**config.mk**
```make
export PLATFORM = sky130hd
export DESIGN_NAME = pced_top
export DESIGN_NICKNAME = d
export VERILOG_FILES = /design/src/include/pced_pkg.sv /design/src/rtl/pced_top.sv
export SDC_FILE = /design/constraint.sdc
export NUM_CORES = 1
export LEC_CHECK = 0
export ABC_AREA = 1
export BUFFER_PORTS_ARGS = -buffer_cell sky130_fd_sc_hd__buf_2
export CORE_ASPECT_RATIO = 0.9
export CORE_MARGIN = 1
export CORE_UTILIZATION = 50
export CTS_CLUSTER_DIAMETER = 150
export DETAILED_ROUTE_END_ITERATION = 16
export PLACE_DENSITY = 0.77
export SYNTH_ARGS = -nofsm -noshare
export SYNTH_HDL_FRONTEND = slang
export SYNTH_SLANG_ARGS = --single-unit
```
**constraint.sdc**
```tcl
create_clock -name ref_clk -period 1.57 [get_ports ref_clk]
set_input_delay 0.2355 -clock ref_clk [delete_from_list [all_inputs] [get_ports ref_clk]]
set_output_delay 0.2355 -clock ref_clk [all_outputs]
set_load 0.1 [all_outputs]
```
**src/include/pced_pkg.sv**
```systemverilog
// Package for the pin change edge detector: register map, field masks, bus types
package pced_pkg;

   localparam int PCED_AW = 6;
   localparam int PCED_DW = 32;
   localparam int PCED_PW = 8;
   localparam int PCED_NPORT = 4;

   // Register byte offsets
   localparam logic [PCED_AW-1:0] OFF_PA_RISE = 6'h00;
   localparam logic [PCED_AW-1:0] OFF_PA_FALL = 6'h04;
   localparam logic [PCED_AW-1:0] OFF_PA_FLAG = 6'h08;
   localparam logic [PCED_AW-1:0] OFF_PB_RISE = 6'h0c;
   localparam logic [PCED_AW-1:0] OFF_PB_FALL = 6'h10;
   localparam logic [PCED_AW-1:0] OFF_PB_FLAG = 6'h14;
   localparam logic [PCED_AW-1:0] OFF_PC_RISE = 6'h18;
   localparam logic [PCED_AW-1:0] OFF_PC_FALL = 6'h1c;
   localparam logic [PCED_AW-1:0] OFF_PC_FLAG = 6'h20;
   localparam logic [PCED_AW-1:0] OFF_PE_RISE = 6'h24;
   localparam logic [PCED_AW-1:0] OFF_PE_FALL = 6'h28;
   localparam logic [PCED_AW-1:0] OFF_PE_FLAG = 6'h2c;
   localparam logic [PCED_AW-1:0] OFF_CTRL = 6'h30;
   localparam logic [PCED_AW-1:0] OFF_IRQ_STAT = 6'h34;
   localparam logic [PCED_AW-1:0] OFF_IRQ_MASK = 6'h38;

   // Implemented bit masks per port (A, B, C, E)
   localparam logic [PCED_PW-1:0] MASK_PA = 8'h3f;
   localparam logic [PCED_PW-1:0] MASK_PB = 8'hf0;
   localparam logic [PCED_PW-1:0] MASK_PC = 8'hff;
   localparam logic [PCED_PW-1:0] MASK_PE = 8'h0f;
   // Port A bits held by the debugger
   localparam logic [PCED_PW-1:0] MASK_PA_DBG = 8'h03;

   localparam logic [PCED_PW-1:0] ZERO_B = 8'h00;
   localparam logic [PCED_DW-1:0] ZERO_W = 32'h0000_0000;
   localparam logic [PCED_DW-1:0] UNMAPPED_W = 32'h0000_0000;

   // Control register field
   localparam int CTRL_IRQ_EN_BIT = 0;
   // Interrupt status field
   localparam int STAT_CHANGE_BIT = 0;

   typedef struct packed {
      logic read;
      logic write;
      logic [PCED_AW-1:0] address;
      logic [PCED_DW-1:0] writedata;
   } pced_req_t;

   typedef struct packed {
      logic [PCED_PW-1:0] rise;
      logic [PCED_PW-1:0] fall;
      logic [PCED_PW-1:0] flag;
   } pced_port_t;

endpackage : pced_pkg

```
**src/rtl/pced_top.sv**
```systemverilog
// Pin change edge detector with Avalon-MM register slave
// Function
// - Enabled rising edge sets pin flag and summary flag.
// - Enabled falling edge sets pin flag and summary flag.
// - Both enables zero: pin flag never set.
// - Hardware only sets flags; it clears only port A flag bits 1 and 0, while the debugger is enabled.
// - Software clears a flag by writing 0; stays 0 until next edge.
// - Port A implements pins 5 to 0 only.
// - Port B implements pins 7 to 4 only.
// - Port C implements all pins 7 to 0.
// - Unimplemented bits read 0 and ignore writes.
// - All enable and flag bits reset to 0.
// - Debugger enabled: port A bits 1 and 0 unavailable.
// - Detection continues with change interrupt enable at 0.
// - Summary flag is OR of all pin flags.
// - Edge during flag write leaves flag set.
// - Change event raises wake when change interrupt enable set.
//
// The placing of the registers and register access over Avalon-MM were left to the implementer.
`timescale 1ns/1ps
`default_nettype none
module pced_top
   import pced_pkg::*;
(
   input wire logic ref_clk,
   input wire logic sys_rst,
   input wire logic [PCED_AW-1:0] avs_address,
   input wire logic avs_read,
   input wire logic avs_write,
   input wire logic [PCED_DW-1:0] avs_writedata,
   output logic [PCED_DW-1:0] avs_readdata,
   output logic avs_waitrequest,
   input wire logic [PCED_PW-1:0] porta_pins,
   input wire logic [PCED_PW-1:0] portb_pins,
   input wire logic [PCED_PW-1:0] portc_pins,
   input wire logic [PCED_PW-1:0] porte_pins,
   input wire logic debug_enable,
   output logic change_summary_flag,
   output logic change_irq,
   output logic wake_request,
   output logic irq
);

   typedef enum logic [1:0] {
      PCED_IDLE = 2'b01,
      PCED_ACK = 2'b10
   } pced_state_t;

   pced_req_t req;
   pced_state_t state;
   pced_state_t next_state;
   logic [PCED_DW-1:0] next_readdata;
   logic [PCED_PW-1:0] pins [PCED_NPORT];
   logic [PCED_PW-1:0] impl [PCED_NPORT];
   logic [PCED_PW-1:0] sync1 [PCED_NPORT];
   logic [PCED_PW-1:0] sync2 [PCED_NPORT];
   logic [PCED_PW-1:0] prev [PCED_NPORT];
   logic [PCED_PW-1:0] edge_hit [PCED_NPORT];
   pced_port_t port [PCED_NPORT];
   pced_port_t next_port [PCED_NPORT];
   logic [PCED_AW-1:0] off_rise [PCED_NPORT];
   logic [PCED_AW-1:0] off_fall [PCED_NPORT];
   logic [PCED_AW-1:0] off_flag [PCED_NPORT];
   logic [PCED_NPORT-1:0] port_any;
   logic dbg_s1;
   logic dbg_s2;
   logic irq_en;
   logic next_irq_en;
   logic irq_stat;
   logic next_irq_stat;
   logic irq_mask;
   logic next_irq_mask;
   logic summary_q;
   logic acc_wr;
   logic acc_rd;

   assign req = '{read: avs_read, write: avs_write, address: avs_address,
                  writedata: avs_writedata};
   assign pins[0] = porta_pins;
   assign pins[1] = portb_pins;
   assign pins[2] = portc_pins;
   assign pins[3] = porte_pins;
   assign impl[0] = dbg_s2 ? (MASK_PA & ~MASK_PA_DBG) : MASK_PA;
   assign impl[1] = MASK_PB;
   assign impl[2] = MASK_PC;
   assign impl[3] = MASK_PE;
   assign off_rise = '{OFF_PA_RISE, OFF_PB_RISE, OFF_PC_RISE, OFF_PE_RISE};
   assign off_fall = '{OFF_PA_FALL, OFF_PB_FALL, OFF_PC_FALL, OFF_PE_FALL};
   assign off_flag = '{OFF_PA_FLAG, OFF_PB_FLAG, OFF_PC_FLAG, OFF_PE_FLAG};

   // Writes land in the ACK state; read data is captured in the IDLE cycle so that
   // it stands while waitrequest is low, and a status read clears at that capture
   assign acc_wr = (state == PCED_ACK) && req.write;
   assign acc_rd = (state == PCED_IDLE) && req.read;
   assign avs_waitrequest = (req.read || req.write) && (state != PCED_ACK);

   always_comb begin
      next_state = PCED_IDLE;
      case (state)
         PCED_IDLE: begin
            if (req.read || req.write) begin
               next_state = PCED_ACK;
            end
         end
         PCED_ACK: next_state = PCED_IDLE;
         default: next_state = PCED_IDLE;
      endcase
   end

   always_ff @(posedge ref_clk) begin
      if (sys_rst) begin
         state <= PCED_IDLE;
      end else begin
         state <= next_state;
      end
   end

   always_ff @(posedge ref_clk) begin
      if (sys_rst) begin
         dbg_s1 <= 1'b0;
         dbg_s2 <= 1'b0;
      end else begin
         dbg_s1 <= debug_enable;
         dbg_s2 <= dbg_s1;
      end
   end

   generate
      for (genvar p = 0; p < PCED_NPORT; p++) begin : g_port
         // Two-stage synchroniser then previous-sample compare
         always_ff @(posedge ref_clk) begin
            if (sys_rst) begin
               sync1[p] <= ZERO_B;
               sync2[p] <= ZERO_B;
               prev[p] <= ZERO_B;
            end else begin
               sync1[p] <= pins[p];
               sync2[p] <= sync1[p];
               prev[p] <= sync2[p];
            end
         end

         assign edge_hit[p] = impl[p] & ((port[p].rise & sync2[p] & ~prev[p])
                              | (port[p].fall & ~sync2[p] & prev[p]));

         always_comb begin
            next_port[p] = port[p];
            if (acc_wr && req.address == off_rise[p]) begin
               next_port[p].rise = req.writedata[PCED_PW-1:0] & impl[p];
            end
            if (acc_wr && req.address == off_fall[p]) begin
               next_port[p].fall = req.writedata[PCED_PW-1:0] & impl[p];
            end
            if (acc_wr && req.address == off_flag[p]) begin
               next_port[p].flag = port[p].flag & req.writedata[PCED_PW-1:0];
            end
            next_port[p].flag = (next_port[p].flag | edge_hit[p]) & impl[p];
         end

         always_ff @(posedge ref_clk) begin
            if (sys_rst) begin
               port[p] <= '{rise: ZERO_B, fall: ZERO_B, flag: ZERO_B};
            end else begin
               port[p] <= next_port[p];
            end
         end

         assign port_any[p] = |(port[p].flag & impl[p]);
      end
   endgenerate

   assign summary_q = |port_any;

   always_comb begin
      next_irq_en = irq_en;
      next_irq_mask = irq_mask;
      next_irq_stat = irq_stat;
      if (acc_wr && req.address == OFF_CTRL) begin
         next_irq_en = req.writedata[CTRL_IRQ_EN_BIT];
      end
      if (acc_wr && req.address == OFF_IRQ_MASK) begin
         next_irq_mask = req.writedata[STAT_CHANGE_BIT];
      end
      if (acc_rd && req.address == OFF_IRQ_STAT) begin
         next_irq_stat = 1'b0;
      end
      if (|{edge_hit[0], edge_hit[1], edge_hit[2], edge_hit[3]}) begin
         next_irq_stat = 1'b1;
      end
   end

   always_ff @(posedge ref_clk) begin
      if (sys_rst) begin
         irq_en <= 1'b0;
         irq_mask <= 1'b0;
         irq_stat <= 1'b0;
      end else begin
         irq_en <= next_irq_en;
         irq_mask <= next_irq_mask;
         irq_stat <= next_irq_stat;
      end
   end

   always_comb begin
      next_readdata = avs_readdata;
      if (acc_rd) begin
         next_readdata = UNMAPPED_W;
         for (int i = 0; i < PCED_NPORT; i++) begin
            if (req.address == off_rise[i]) begin
               next_readdata = {24'h00_0000, port[i].rise & impl[i]};
            end
            if (req.address == off_fall[i]) begin
               next_readdata = {24'h00_0000, port[i].fall & impl[i]};
            end
            if (req.address == off_flag[i]) begin
               next_readdata = {24'h00_0000, port[i].flag & impl[i]};
            end
         end
         if (req.address == OFF_CTRL) begin
            next_readdata = {31'h0000_0000, irq_en};
         end
         if (req.address == OFF_IRQ_STAT) begin
            next_readdata = {31'h0000_0000, irq_stat};
         end
         if (req.address == OFF_IRQ_MASK) begin
            next_readdata = {31'h0000_0000, irq_mask};
         end
      end
   end

   // Read data is registered at the end of the wait cycle and stands until the next read
   always_ff @(posedge ref_clk) begin
      if (sys_rst) begin
         avs_readdata <= ZERO_W;
      end else begin
         avs_readdata <= next_readdata;
      end
   end

   assign change_summary_flag = summary_q;
   assign change_irq = summary_q & irq_en;
   assign wake_request = summary_q & irq_en;
   assign irq = irq_stat & irq_mask;
endmodule : pced_top
`default_nettype wire

```
**Word level (Yosys, flattened, before mapping)**

Memory sizes are Yosys's and may differ from the RTL's.
Index checks and enable logic that the tools add are counted.

- Word-level logic and storage cells: 163
- Flip-flop bits (word level): 39
- Memory bits (writable): 192
- Input port bits: 75
- Memories: 4

Memories:

| name | words | width | read ports | clocked after Yosys merged registers in | wr ports | line | source |
|---|---|---|---|---|---|---|---|
| port | 4 | 24 | 4 | 0 | 4 | pced_top.sv:59 | `pced_port_t port [PCED_NPORT];` |
| prev | 4 | 8 | 4 | 0 | 4 | pced_top.sv:57 | `logic [PCED_PW-1:0] prev [PCED_NPORT];` |
| sync1 | 4 | 8 | 4 | 0 | 4 | pced_top.sv:55 | `logic [PCED_PW-1:0] sync1 [PCED_NPORT];` |
| sync2 | 4 | 8 | 4 | 0 | 4 | pced_top.sv:56 | `logic [PCED_PW-1:0] sync2 [PCED_NPORT];` |

- Multiplexer cells: 50
- Eq/ne operators: 17
- Reductions and logical operators: 24
- Bitwise gates (word level): 61

Operators with widths:

| kind | number |
|---|---|
| 2-to-1 mux 32 bit | 14 |
| 2-to-1 mux 8 bit | 24 |
| bitwise AND 8 bit | 15 |
| 2-to-1 mux 24 bit | 4 |
| inverter 8 bit | 6 |
| OR 8 bit | 6 |
| OR reduction 24 bit | 2 |
| == test 6 bit (second input constant) | 7 |
| bitwise AND 8 x 6 -> 8 bit | 5 |
| == test 6 x 5 -> 1 bit (second input constant) | 4 |
| bitwise AND 4 bit | 5 |
| logical AND 1 bit | 18 |
| OR 1 bit | 16 |
| == test 6 x 4 -> 1 bit (second input constant) | 2 |
| bitwise AND 6 x 8 -> 8 bit | 1 |
| inverter 4 bit | 2 |
| OR 4 bit | 2 |
| == test 6 x 3 -> 1 bit (second input constant) | 1 |
| zero test 6 bit | 1 |
| 2-to-1 mux 1 bit | 5 |
| 2-to-1 mux 2 bit | 2 |
| 2-to-1 mux 4 bit | 1 |
| bitwise AND 1 bit | 2 |
| == test 2 x 1 -> 1 bit (second input constant) | 1 |
| 6 further kinds | 6 |

**Depth between registers and ports, before layout**

- Depth after elaboration: 17
- Mapped depth: 15
- Gate-level depth less buffers: 15

**Worst setup path after synthesis**

OpenSTA, ideal clock, no wires.

- Path type: register -> output
- Start point: register dbg_s2
- End point: output port wake_request
- Buffers on the path: 1
- Cell stages (with the launch flop): 8
- Path slack: -1.320 ns
- Data arrival time: 2.655 ns
- Required time: 1.334 ns
- Cells stage by stage: dfxtp_1 -> nor2_1 -> nor4_1 -> nand4_1 -> nand3b_1 -> nand2_1 -> inv_1 -> buf_4

- Cells in the longest elaborated chain, start to end: 4

Ends and longest elaborated chain:

| item | line | source |
|---|---|---|
| start: declaration | pced_top.sv:66 | `logic dbg_s2;` |
| start signal: assignment | pced_top.sv:124 | `dbg_s2 <= dbg_s1;` |
| 2-to-1 mux 2 bit | pced_top.sv:83 | `assign impl[0] = dbg_s2 ? (MASK_PA & ~MASK_PA_DBG) : MASK_PA;` |
| bitwise AND 8 x 6 -> 8 bit | pced_top.sv:168 | `assign port_any[p] = \|(port[p].flag & impl[p]);` |
| OR reduction 24 bit | pced_top.sv:172 | `assign summary_q = \|port_any;` |
| named net change_summary_flag | pced_top.sv:38 | `output logic change_summary_flag,` |
| bitwise AND 1 bit | - |  |
| end: declaration | pced_top.sv:40 | `output logic wake_request,` |

The timed path passes the listed nets, and every way through them passes these cells.

==> metrics.md <==
| Metric | Value |
|---|---|
| Final cycle utilization of the critical path | 1.25 |
| Crit path max fanout | 2 |
| Max-cap violations | 0 |
| Die H | roughly 100 microns |
| Status | finished with violations |
| Fillers | 989 |
| Min Clock Period, post-route | ~2 ns |
| Final setup violation count | 4 |
| Gpl congestion | just under 0.9 |
| Core area | between 10000 and 15000 sq um |
| Peak supply drop | a little under 900 uV |
| Drc violations | 0 |
| Setup TNS | -1.19 ns |
| CTS H-tree lvls | 4 |
| Post-synth top area cell | dfxtp_1 |
| Initial antenna violation count | 0 |
| Multi-input gate area | 2370 sq um |
| CTS sink count | roughly 150 |
| Port-buffer cells | 53 |
| Total Routing Usage GR | 0.255 |
| Top_reg_cell synth | dfxtp_1 |
| Share of flip-flops with an asynchronous set or reset | 0 |
| Power Total | about 8.6 mW |
| Fmax | 0.510 GHz |
| CTS buffer count | 17 |
| Placed insts | between 1000 and 1500 |
| Mapped Cells | approximately 770 |
| RSZ-0062 raised after global routing | true |
| Post-Route Skew | a little over 0.01 ns |
| Number of synthesized register bits | about 150 |
| Synth warn | 0 |
| Post-Layout Cell Count | approximately 1100 |
| Vias per std cell | ~5.1 |
| Lkg Pwr | 3.21 nW |
| DRT iter0 DRCs | about 390 |
| Hold Vio Cnt, Final | 0 |
| ANT nets after route | 0 |
| Global route overflow | 0 |
| Pre-antenna DRT Iters | 5 |
| Largest net degree at the start of global routing | between 50 and 60 |
| # rows | 37 |
| Clk Latency, worst-skew pair | approximately 0.43 ns |
| Avg Inst Size Synth | about 7.6 sq um |
| CP Class | reg -> out |
| Worst setup margin | -0.390 ns |
| I/O pin cnt | between 100 and 150 |
| EDFF count, synth | 0 |
| Slew Viols, Final | 0 |
| DR vias | approximately 5400 |
| Drt wl/cell | around 14 microns |
| Diode count | 0 |
| Worst Hold Class | in -> reg |
| CTS clk-pin slew, worst paths | around 0.06 ns |
| Hold buffer count at cts | 0 |
| CP startpoint kind | register |
| CTS Root Cell | clkbuf_16 |
| Synth area leaders | dfxtp_1 50%, nor2_1 9.1%, inv_1 7.8%, a21oi_1 6.7%, o21ai_0 6.2% |
| Global-route wire length before repair | approximately 24000 microns |
| Post-synthesis sequential area ratio | 0.502 |
| Die Area | about 12000 sq um |
| Post-synth top area share | 0.502 |
| Area delta synth->final | 26.3% |
| Total Wirelength | 14400 microns |
| Worst Path Arrival | around 1.7 ns |
| Share of cells above drive strength 1 | 0.211 |
| CTS tree | yes |
| Dpl hpwl | 9980 microns |
| Vias in the first global route | between 4000 and 5000 |
| Initial Util | 0.512 |
| Die Wd | between 100 and 150 microns |
| Mapped Area | approximately 5900 sq um |
| Max Root-Sink Buffers | 2 |
| FF+latch area | between 2000 and 3000 sq um |
| Distinct cell type count after synthesis | 31 |
| Nets@finish | 963 |
| Crit. End Element | output port |
| Pwr dens | roughly 1200 nW/um^2 |
| Failing checks | setup timing |
| CP required | approximately 1.3 ns |
-- cells in the final DEF, fill, tap and decap left out, types with 4 or more instances in the layout --
master | synthesis | final
conb_1 | 1 | 24
inv_2 | 3 | 8
nand2_1 | 65 | 63
nand3_1 | 7 | 6
inv_1 | 121 | 118
nor2_4 | 3 | 4
nor2_1 | 142 | 138
a21oi_1 | 78 | 75
buf_4 | 26 | 61
buf_2 | 1 | 47
nor3_1 | 12 | 12
o211ai_1 | 8 | 8
nand2_2 | 2 | 4
o21ai_1 | 11 | 13
a31oi_1 | 20 | 19
nor2_2 | 6 | 9
dfxtp_2 | 0 | 5
dfxtp_1 | 147 | 141
buf_12 | 0 | 5
clkbuf_16 | 0 | 17
o21ai_0 | 72 | 69
nand4_1 | 11 | 11
-- state kept, by name, summed over array words and instances, names as in the netlist --
signal        cells
irq_en            1
state             2
irq_mask          1
port             66
prev             22
avs_readdata      8
dbg_s1            1
sync1            22
sync2            22
dbg_s2            1
irq_stat          1
-- cell families after synthesis --
logic type	count (synthesis)	share of synthesized area
and+or+nand+nor	258	0.190
other	1	0.000640
AOI/OAI and AO/OA	199	0.183
DFF	147	0.502
buffers and inverters	168	0.125
-- power by group --
group          internal, mW  leakage, nW  total [mW]  switching [mW]
clock                  2.48        0.284        4.02            1.54
sequential             3.81         1.20        3.84          0.0310
combinational         0.170         1.72       0.732           0.563
total                  6.46         3.21        8.60            2.14
-- routing by layer --
layer / track usage / routed length (microns) / vias to the layer above
met2: 0.393 / 6330 / 230
met3: 0.0650 / 1100 / 30
met5: 0 / 0 / -
met4: 0.0971 / 343 / 0
met1: 0.342 / 6660 / 2414
li1: - / - / 2692
-- synth_stat cells (all sizes together) (9+ instances only) --
cell and number:
nand3 9, dfxtp 147, buf 27, inv 124, a31oi 20, o21ai 83, nand4 11, a21oi 78
nor3 12, nor2 151, nand2 67, clkbuf 15
-- worst max-delay path, stage by stage (launching register included) --
cell and delay [ns]:
dfxtp_2 0.33, nor4_4 0.33, nand4_1 0.10, nand3b_1 0.21, buf_4 0.18, buf_12 0.16
-- cell type report --
cell class | count | area share
tap | 156 | 0.0264
sequential | 147 | 0.399
clock inverter | 10 | 0.0166
timing repair buffer | 115 | 0.110
inverter | 126 | 0.0639
multi-input combinational | 481 | 0.320
clock buffer | 22 | 0.0641
-- worst paths after layout --
check / from / end / slack, ns / cells past startpoint
max: port[2][5]$_SDFF_PP0_ / change_summary_flag / -0.39 / 5
min: porta_pins[0] / sync1[0][0]$_SDFF_PP0_ / 0.008 / 3
max reg2reg: dbg_s2$_SDFF_PP0_ / avs_readdata[0]$_SDFFE_PP0P_ / -0.04 / 15
min reg2reg: sync1[0][3]$_SDFF_PP0_ / sync2[0][3]$_SDFF_PP0_ / 0.40 / 2
-- metrics by stage --
step	util	worst slack (ns)	hold WS (ns)	instance area, sq um
after detailed placement	0.578	-0.210	0.393	6610
after CTS	0.640	-0.389	0.00443	7320
after floorplan	-	-1.24	0.342	5950
after global routing	0.647	-0.502	0.0146	7400
final	0.647	-0.390	0.00750	7400
after global placement	0.578	-0.201	0.389	6610
-- what timing repair did --
action | in CTS | in global routing
endpoints found under the setup margin | 5 | 51
resized for setup | 23 | 23
buffers inserted | 2 | 3
pin swaps | 4 | 7
(Power assumes the default switching activity.)
